===== src/core/wdt_pkg.sv =====
// Watchdog package: register map, field layout, reset values, timing counts.
// Assumes a single 200 MHz clock that also serves as the fast clock.
package wdt_pkg;

  // ==========================================================
  // Register byte offsets
  localparam logic [7:0] OFS_CTRL_A = 8'h00;
  localparam logic [7:0] OFS_CODE = 8'h04;
  localparam logic [7:0] OFS_CONFIG = 8'h08;
  localparam logic [7:0] OFS_STATUS = 8'h0C;
  localparam logic [7:0] OFS_MASK = 8'h10;
  localparam logic [7:0] OFS_STATE = 8'h14;

  // ==========================================================
  // Field positions
  localparam int CTRL_EN_BIT = 7;
  localparam int CTRL_PER_LO = 2;
  localparam int CTRL_ACT_BIT = 1;
  localparam int CFG_SRC_BIT = 0;
  localparam int CFG_SLOW_BIT = 1;
  localparam int ST_NMI_BIT = 0;
  localparam int ST_RST_BIT = 1;
  localparam int STATE_ACTIVE_BIT = 0;
  localparam int STATE_EN_BIT = 1;
  localparam int STATE_ACT_BIT = 2;
  localparam int STATE_PER_LO = 4;
  localparam int STATE_CNT_LO = 8;

  // ==========================================================
  // Codes and reset values
  localparam logic [7:0] CODE_CLEAR = 8'h4E;
  localparam logic [7:0] CODE_DISABLE = 8'hB1;
  localparam logic RST_RUN_EN = 1'b1;
  localparam logic RST_ACT_SEL = 1'b1;
  localparam logic [1:0] RST_PERIOD = 2'h0;
  localparam logic [1:0] RST_CONFIG = 2'h0;
  localparam logic [1:0] RST_MASK = 2'h3;

  // ==========================================================
  // Timing
  localparam int CLK_PERIOD_PS = 5000;
  localparam int RESET_PULSE_FC = 24;   // fast-clock periods, at most
  localparam int RESET_PULSE_CYC = RESET_PULSE_FC;  // fast clock is mclk
  localparam int FAST_EXP_TOP = 25;
  localparam int SLOW_EXP_TOP = 17;
  localparam int SLOW_CLK_HZ = 32768;
  localparam int MCLK_HZ = 1000000000 / (CLK_PERIOD_PS / 1000);
  localparam int SLOW_DIV = MCLK_HZ / SLOW_CLK_HZ;

  typedef enum logic [1:0] {
    PULSE_IDLE = 2'b01,
    PULSE_LOW = 2'b10
  } wdt_pulse_t;

endpackage


===== src/core/wdt_core.sv =====
// Watchdog timer control with an AHB-Lite register slave.
// Assumes one master, single word transfers, mclk is the fast clock.
//
// How it works
// - Writing 1 to the run-enable field starts the watchdog counter.
// - Writing 0 to run-enable alone does not stop it; a disable code is needed.
// - The period field picks 2^25..2^19 fast cycles or 2^17..2^11 slow ones.
// - The action field picks interrupt (0) or reset (1) on overflow.
// - Once action is 0, writes of 1 are ignored until reset.
// - The control register is write-only; it reads as zero here.
// - The disable code acts only while run-enable holds 0.
// - Run-enable resets to 1 so the watchdog runs after reset.
// - Overflow with action 1 drives the reset pin low for 24 fast cycles.
// - Overflow with action 0 raises the non-maskable watchdog interrupt.
//
// The AHB-Lite interface to the registers and the register offsets are this design's own decisions.
`timescale 1ns/1ps
module wdt_core #(
  parameter int FAST_EXP = wdt_pkg::FAST_EXP_TOP,
  parameter int SLOW_EXP = wdt_pkg::SLOW_EXP_TOP,
  parameter int SLOW_DIV = wdt_pkg::SLOW_DIV
) (
  input wire logic mclk,           // System and fast clock
  input wire logic rst,            // Async reset, high
  input wire logic hsel,           // AHB select
  input wire logic [7:0] haddr,    // AHB byte address
  input wire logic [1:0] htrans,   // AHB transfer type
  input wire logic hwrite,         // AHB write
  input wire logic [2:0] hsize,    // AHB size
  input wire logic [31:0] hwdata,  // AHB write data
  input wire logic hready,         // AHB bus ready
  input wire logic stopMode,       // Oscillator stopped
  output logic [31:0] hrdata,      // AHB read data
  output logic hreadyout,          // AHB slave ready
  output logic hresp,              // AHB response, always OKAY
  output logic wdogNmiRequest,     // One-cycle NMI request
  output logic wdogResetReq,       // Reset request level
  output logic resetOutN,          // Reset pin drive, low active
  output logic irq                 // Interrupt level
);
  localparam int CW = FAST_EXP + 1;

  // ==========================================================
  // Slow-clock enable
  logic slowTick;
  wdt_tick_div #(.DIV(SLOW_DIV)) u_div (
    .mclk(mclk),
    .rst(rst),
    .tick(slowTick)
  );

  // ==========================================================
  // Bus slave
  logic wrPend_r, wrPend_nxt;
  logic [7:0] wrAddr_r, wrAddr_nxt;
  logic [31:0] hrdata_nxt;
  logic addrTaken, rdStatus;

  // ==========================================================
  // Control state
  logic runEn_r, runEn_nxt;
  logic active_r, active_nxt;
  logic actSel_r, actSel_nxt;
  logic [1:0] period_r, period_nxt;
  logic [1:0] config_r, config_nxt;
  logic [1:0] status_r, status_nxt;
  logic [1:0] mask_r, mask_nxt;
  logic [CW-1:0] count_r, count_nxt;
  logic nmi_nxt, irq_nxt;
  logic wrCtrl, wrCode, slowSrc, cntTick, overflow;
  logic [CW-1:0] limit;
  logic [7:0] wdata8;
  logic [CW+23:0] cntWide;

  // ==========================================================
  // Reset pulse
  wdt_pkg::wdt_pulse_t pulse_r, pulse_nxt;
  logic [4:0] pulseCnt_r, pulseCnt_nxt;
  logic resetOutN_nxt, resetReq_nxt;

  always_comb begin
    addrTaken = hsel && hready && htrans[1];
    rdStatus = addrTaken && !hwrite && haddr == wdt_pkg::OFS_STATUS;
    wrPend_nxt = addrTaken && hwrite;
    wrAddr_nxt = addrTaken ? haddr : wrAddr_r;
    hrdata_nxt = hrdata;
    // Zero padded below so short counters still fill the field
    cntWide = {count_r, 24'h000000};
    if (addrTaken && !hwrite) begin
      hrdata_nxt = 32'h0000_0000;
      unique case (haddr)
        wdt_pkg::OFS_CONFIG: hrdata_nxt[1:0] = config_r;
        wdt_pkg::OFS_STATUS: hrdata_nxt[1:0] = status_r;
        wdt_pkg::OFS_MASK: hrdata_nxt[1:0] = mask_r;
        wdt_pkg::OFS_STATE: begin
          hrdata_nxt[wdt_pkg::STATE_ACTIVE_BIT] = active_r;
          hrdata_nxt[wdt_pkg::STATE_EN_BIT] = runEn_r;
          hrdata_nxt[wdt_pkg::STATE_ACT_BIT] = actSel_r;
          hrdata_nxt[wdt_pkg::STATE_PER_LO +: 2] = period_r;
          hrdata_nxt[wdt_pkg::STATE_CNT_LO +: 24] = cntWide[CW+23 -: 24];
        end
        default: hrdata_nxt = 32'h0000_0000;
      endcase
    end
  end

  always_ff @(posedge mclk or posedge rst) begin
    if (rst) begin
      wrPend_r <= 1'b0;
      wrAddr_r <= 8'h00;
      hrdata <= 32'h0000_0000;
      hreadyout <= 1'b0;
      hresp <= 1'b0;
    end else begin
      wrPend_r <= wrPend_nxt;
      wrAddr_r <= wrAddr_nxt;
      hrdata <= hrdata_nxt;
      hreadyout <= 1'b1;
      hresp <= 1'b0;
    end
  end

  // Watchdog counter and control
  always_comb begin
    wdata8 = hwdata[7:0];
    wrCtrl = wrPend_r && wrAddr_r == wdt_pkg::OFS_CTRL_A;
    wrCode = wrPend_r && wrAddr_r == wdt_pkg::OFS_CODE;
    slowSrc = config_r[wdt_pkg::CFG_SRC_BIT] ||
              config_r[wdt_pkg::CFG_SLOW_BIT];
    cntTick = active_r && !stopMode && (slowSrc ? slowTick : 1'b1);
    limit = '0;
    limit[slowSrc ? SLOW_EXP - 2 * period_r
                  : FAST_EXP - 2 * period_r] = 1'b1;
    overflow = cntTick && (count_r == limit - CW'(1));
    runEn_nxt = runEn_r;
    active_nxt = active_r;
    actSel_nxt = actSel_r;
    period_nxt = period_r;
    config_nxt = config_r;
    mask_nxt = mask_r;
    count_nxt = cntTick ? count_r + CW'(1) : count_r;
    if (overflow) begin
      count_nxt = '0;
    end
    if (wrCtrl) begin
      runEn_nxt = wdata8[wdt_pkg::CTRL_EN_BIT];
      if (wdata8[wdt_pkg::CTRL_EN_BIT]) begin
        active_nxt = 1'b1;
      end  // A written 0 leaves the counter running
      period_nxt = wdata8[wdt_pkg::CTRL_PER_LO +: 2];
      actSel_nxt = actSel_r & wdata8[wdt_pkg::CTRL_ACT_BIT];
    end
    if (wrCode) begin
      if (wdata8 == wdt_pkg::CODE_CLEAR) begin
        count_nxt = '0;
      end else if (wdata8 == wdt_pkg::CODE_DISABLE && !runEn_r) begin
        active_nxt = 1'b0;
      end  // Any other code is ignored
    end
    if (!active_nxt) begin
      count_nxt = '0;  // Disabled watchdog holds a cleared counter
    end
    if (wrPend_r && wrAddr_r == wdt_pkg::OFS_CONFIG) begin
      config_nxt = hwdata[1:0];
    end
    if (wrPend_r && wrAddr_r == wdt_pkg::OFS_MASK) begin
      mask_nxt = hwdata[1:0];
    end
    nmi_nxt = overflow && !actSel_r;
    // Set beats a same-cycle read clear
    status_nxt = rdStatus ? 2'b00 : status_r;
    status_nxt[wdt_pkg::ST_NMI_BIT] = status_nxt[wdt_pkg::ST_NMI_BIT] |
                                      nmi_nxt;
    status_nxt[wdt_pkg::ST_RST_BIT] = status_nxt[wdt_pkg::ST_RST_BIT] |
                                      (overflow && actSel_r);
    irq_nxt = |(status_nxt & mask_nxt);
  end

  always_ff @(posedge mclk or posedge rst) begin
    if (rst) begin
      runEn_r <= wdt_pkg::RST_RUN_EN;
      active_r <= wdt_pkg::RST_RUN_EN;
      actSel_r <= wdt_pkg::RST_ACT_SEL;
      period_r <= wdt_pkg::RST_PERIOD;
      config_r <= wdt_pkg::RST_CONFIG;
      mask_r <= wdt_pkg::RST_MASK;
      status_r <= 2'b00;
      count_r <= '0;
      wdogNmiRequest <= 1'b0;
      irq <= 1'b0;
    end else begin
      runEn_r <= runEn_nxt;
      active_r <= active_nxt;
      actSel_r <= actSel_nxt;
      period_r <= period_nxt;
      config_r <= config_nxt;
      mask_r <= mask_nxt;
      status_r <= status_nxt;
      count_r <= count_nxt;
      wdogNmiRequest <= nmi_nxt;
      irq <= irq_nxt;
    end
  end

  // ==========================================================
  // Reset pulse generator
  always_comb begin
    pulse_nxt = pulse_r;
    pulseCnt_nxt = pulseCnt_r;
    unique case (pulse_r)
      wdt_pkg::PULSE_IDLE: begin
        if (overflow && actSel_r) begin
          pulse_nxt = wdt_pkg::PULSE_LOW;
          pulseCnt_nxt = 5'(wdt_pkg::RESET_PULSE_CYC - 1);
        end
      end
      wdt_pkg::PULSE_LOW: begin
        if (pulseCnt_r == 5'h00) begin
          pulse_nxt = wdt_pkg::PULSE_IDLE;
        end else begin
          pulseCnt_nxt = pulseCnt_r - 5'h01;
        end
      end
      default: begin
        pulse_nxt = wdt_pkg::PULSE_IDLE;
        pulseCnt_nxt = 5'h00;
      end
    endcase
    resetReq_nxt = pulse_nxt == wdt_pkg::PULSE_LOW;
    resetOutN_nxt = !resetReq_nxt;
  end

  always_ff @(posedge mclk or posedge rst) begin
    if (rst) begin
      pulse_r <= wdt_pkg::PULSE_IDLE;
      pulseCnt_r <= 5'h00;
      wdogResetReq <= 1'b0;
      resetOutN <= 1'b1;
    end else begin
      pulse_r <= pulse_nxt;
      pulseCnt_r <= pulseCnt_nxt;
      wdogResetReq <= resetReq_nxt;
      resetOutN <= resetOutN_nxt;
    end
  end
endmodule // wdt_core


===== src/core/wdt_tick_div.sv =====
// Divider that turns mclk into a one-cycle enable at a slower rate.
// Assumes DIV >= 1; the tick is a single mclk cycle wide.
`timescale 1ns/1ps
module wdt_tick_div #(
  parameter int DIV = 6103
) (
  input wire logic mclk,   // System clock
  input wire logic rst,    // Async reset, high
  output logic tick        // One-cycle enable
);
  localparam int W = (DIV > 1) ? $clog2(DIV) : 1;
  localparam logic [W-1:0] LAST = W'(DIV - 1);

  logic [W-1:0] cnt_r;
  logic [W-1:0] cnt_nxt;
  logic tick_nxt;

  always_comb begin
    tick_nxt = (cnt_r == LAST);
    cnt_nxt = tick_nxt ? '0 : cnt_r + W'(1);
  end

  always_ff @(posedge mclk or posedge rst) begin
    if (rst) begin
      cnt_r <= '0;
      tick <= 1'b0;
    end else begin
      cnt_r <= cnt_nxt;
      tick <= tick_nxt;
    end
  end
endmodule // wdt_tick_div


===== config.mk =====
export PLATFORM = sky130hd
export DESIGN_NAME = wdt_core
export DESIGN_NICKNAME = d
export VERILOG_FILES = /design/src/core/wdt_pkg.sv /design/src/core/wdt_core.sv /design/src/core/wdt_tick_div.sv
export SDC_FILE = /design/constraint.sdc
export NUM_CORES = 1
export LEC_CHECK = 0
export BUFFER_PORTS_ARGS = -buffer_cell sky130_fd_sc_hd__buf_2
export CORE_ASPECT_RATIO = 0.7
export CORE_UTILIZATION = 31
export DETAILED_ROUTE_END_ITERATION = 8
export GPL_ROUTABILITY_DRIVEN = 1
export SYNTH_ARGS = -nofsm -noshare
export SYNTH_HDL_FRONTEND = slang
export SYNTH_HIERARCHICAL = 1
export SYNTH_SLANG_ARGS = --single-unit

===== constraint.sdc =====
create_clock -name mclk -period 5.95 [get_ports mclk]
set_clock_uncertainty 0.15 [all_clocks]
set_input_delay 0.595 -clock mclk [delete_from_list [all_inputs] [get_ports mclk]]
set_output_delay 0.595 -clock mclk [all_outputs]
set_load 0.05 [all_outputs]

==> summary.md <==
| Metric | Value |
|---|---|
| Root buf cell | `clkbuf_16` |
| DRT iter0 DRCs | `272` |
| Via density | `5.12` |
| Routed len/inst | `15.4 um` |
| Worst path depth | `13` |
| Most frequent cell after synthesis | `dfrtp_1` |
| Largest area contributor in the netlist | `dfrtp_1` |
| Hold Buf Count CTS | `0` |
| Crit Path Class | `reg -> reg` |
| Final Net Count | `680` |
| Worst IR drop on VDD | `0.135 mV` |
| Crit. End Element | `register` |
| Leak | `0.00283 uW` |
| Area added between synthesis and finish | `13.9%` |
| HPWL after detailed placement | `9670 um` |
| RSZ-0062 raised after global routing | `no` |
| Die area | `18800 um^2` |
| Worst Reg-to-Reg Cells | `13` |
| CP required | `6.00 ns` |
| Main area contributors after synthesis | `dfrtp_1 42%, a22o_1 4.7%, xnor2_1 3.9%` |
| Syn_area_per_cell | `9.84 um^2` |
| IO Count | `89` |
| Pwr/cell area | `232 nW/um^2` |
| Min-Delay Path Class | `in -> async` |
| CTS clk-pin slew, worst paths | `0.07 ns` |
| Sw frac | `24.4%` |
| Flop pwr share | `48.1%` |
| Net Switching | `364 uW` |
| Yosys warns | `6` |
| TritonCTS Buffers | `9` |
| Ant diodes | `0` |
| Max incr delay on CP | `0.58 ns` |
| Post-cts sizing count | `0` |
| Tcrit/Tclk final | `73.6%` |
| Initial antenna violation count | `0` |
| Synthesized area | `5650 um^2` |
| Number of flops mapped to enable cells by yosys | `0` |
| CTS H-tree depth | `3` |
| Yosys top cell area share | `41.7%` |
| Slew Limit Fails | `0` |
| Cells after synthesis | `574` |
| Num rows | `40` |
| Total of max-cap violations | `0` |
| Post-synthesis register bit count | `101` |
| Combinational Power Share | `9.7%` |
| Buf+Inv Stages, Crit Path | `1` |
| Worst path most repeated cell | `ha_1` |
| Int Pwr | `1130 uW` |
| CP arrival | `4.43 ns` |
| Sinks on Clock Net | `101` |
| Drc violations | `0` |
| Worst skew pair latency | `0.34 ns` |
| Hold Vio Cnt, Final | `0` |
| Overflow after GRT | `0` |
| Pin count of the biggest net entering global routing | `88` |
| Synth async-reset ratio | `100%` |
| Drt total wl | `13200 um` |
| Synth unique cells | `72` |
| GRT Total Usage | `14.7%` |
| Max Fclk | `0.228 GHz` |
| Crit path max-delay family | `simple AND/OR/NAND/NOR gates` |
| Buffers inserted by post-CTS timing repair | `0` |
| Fraction of layout instances using a drive strength above 1 | `18.8%` |
| Reg2reg start | `config_r[0]$_DFFE_PP0P_` |
| Setup violators final | `0` |
| Outcome | `finished clean` |
| Via count | `4365` |
| Slew Limit Headroom | `21.9%` |
| Synth top cells by count | `94 x dfrtp_1, 58 x nor2_1, 33 x nand2_1` |
| GPL Wtd Cong | `0.913` |
| Die Height | `115 um` |
| Core area | `17500 um^2` |
| Post-synthesis sequential area ratio | `44.9%` |
| CP Launch Type | `register` |
| Min Tclk post-route | `4.38 ns` |
| Starting Density | `32.3%` |
| Total negative slack | `0 ns` |
| First-pass GRT wire length | `21900 um` |
| Post-DRT Antenna Nets | `0` |
| Final Core Density | `36.8%` |
| R2R setup slack | `1.57 ns` |
| Drt first pass iters | `4` |
| Max FO, Critical Path | `26` |
| Least-Margin Pin Slew | `1.17 ns` |
| Chip width | `163 um` |
| Post-synth top flop | `dfrtp_1` |
| Reg2reg end | `count_r[16]$_DFF_PP0_` |
| CTS tree | `done` |
| CP Cell Sequence | `or2_2 -> ha_1 -> buf_4 -> and2_1 -> nand2_1 -> ha_1 -> or3b_1 -> a22o_1 -> a2111oi_2 -> nand4_1 -> or4_1 -> nand3_2 -> nor2_1` |
| Clock Path Buffers | `2` |
| Clock power frac | `42.2%` |
| CP max stage cell | `or4_1` |
| Port Buffers | `56` |
| Vias in the first global route | `4281` |
[through the flow]
stage	cell area [um^2]	worst slack [ns]	power (uW)	hold slack (ns)	std cells
4_1_cts	6430	1.55	1510	0.174	853
5_1_grt	6430	1.23	1560	0.210	853
6_report	6430	1.57	1490	0.164	853
3_3_place_gp	6100	1.65	872	0.333	837
3_5_place_dp	6100	1.59	876	0.339	837
2_1_floorplan	5660	2.15	837	0.316	577
[worst register-to-register path: stages, from the launching register on]
cell and delay (ns):
dfrtp_1 0.43, or2_2 0.35, ha_1 0.30, buf_4 0.21, and2_1 0.23, nand2_1 0.07
ha_1 0.15, or3b_1 0.44, a22o_1 0.26, a2111oi_2 0.28, nand4_1 0.26, or4_1 0.58
nand3_2 0.42, nor2_1 0.12
[power by group through the flow]
stage               Sequential (uW)  Clock [uW]  Combinational, uW
global placement                729           0                142
CTS                             717         651                146
floorplan                       732           0                105
global route                    720         680                161
detailed placement              731           0                146
finish                          717         630                144
[kinds of logic after synthesis]
kind of cell	after synthesis	synth area share, %
and+or+nand+nor	219	21.6
other	2	0.133
AOI/OAI and AO/OA	121	15.9
buffers and inverters	60	4.83
DFF	101	44.9
muxes	19	3.70
adders and majority gates	12	2.66
xor gates and xnor gates	40	6.21
[layer usage]
layer	vias up	global-route usage, %	wire length (um)
met5	-	0	0
met4	0	3.24	95
met3	9	3.28	670
met2	82	22.5	5850
met1	2131	21.1	6560
li1	2143	-	-
[worst max path at each step]
stage | slack, ns | startpoint | to
2_1_floorplan | 2.15 | period_r[1]$_DFFE_PP0P_ | count_r[13]$_DFF_PP0_
6_report | 1.57 | config_r[0]$_DFFE_PP0P_ | count_r[16]$_DFF_PP0_
4_1_cts | 1.55 | config_r[0]$_DFFE_PP0P_ | count_r[18]$_DFF_PP0_
3_3_place_gp | 1.65 | config_r[0]$_DFFE_PP0P_ | count_r[24]$_DFF_PP0_
3_5_place_dp | 1.59 | config_r[0]$_DFFE_PP0P_ | count_r[18]$_DFF_PP0_
5_1_grt | 1.23 | config_r[0]$_DFFE_PP0P_ | count_r[8]$_DFF_PP0_
[sequential cells by signal, summed over array words and instances, names as in the netlist, 5 cells and up]
name / cells
count_r: 26
u_div/cnt_r: 13
pulseCnt_r: 5
wrAddr_r: 8
hrdata: 29
[cell type report]
cell class                 instances  area [um^2]
multi-input combinational        416         2850
fill                            1742        11000
clock buffer                      10          229
inverter                          26         98.8
sequential                       101         2540
tap                              231          289
clock inverter                     6         93.8
timing repair buffer              63          333
[cell usage in the layout (no fill, tap or decap), drive strengths merged, types with 11 or more instances in the layout]
| cell type | n |
|---|---|
| nand2 | 33 |
| xor2 | 15 |
| ha | 12 |
| buf | 63 |
| a22o | 30 |
| inv | 27 |
| nand4 | 13 |
| nor2 | 59 |
| xnor2 | 25 |
| dfrtp | 94 |
| nand3 | 17 |
| o21ai | 24 |
| mux2 | 15 |
| nor2b | 11 |
| a21oi | 12 |
(Power assumes the default switching activity.)
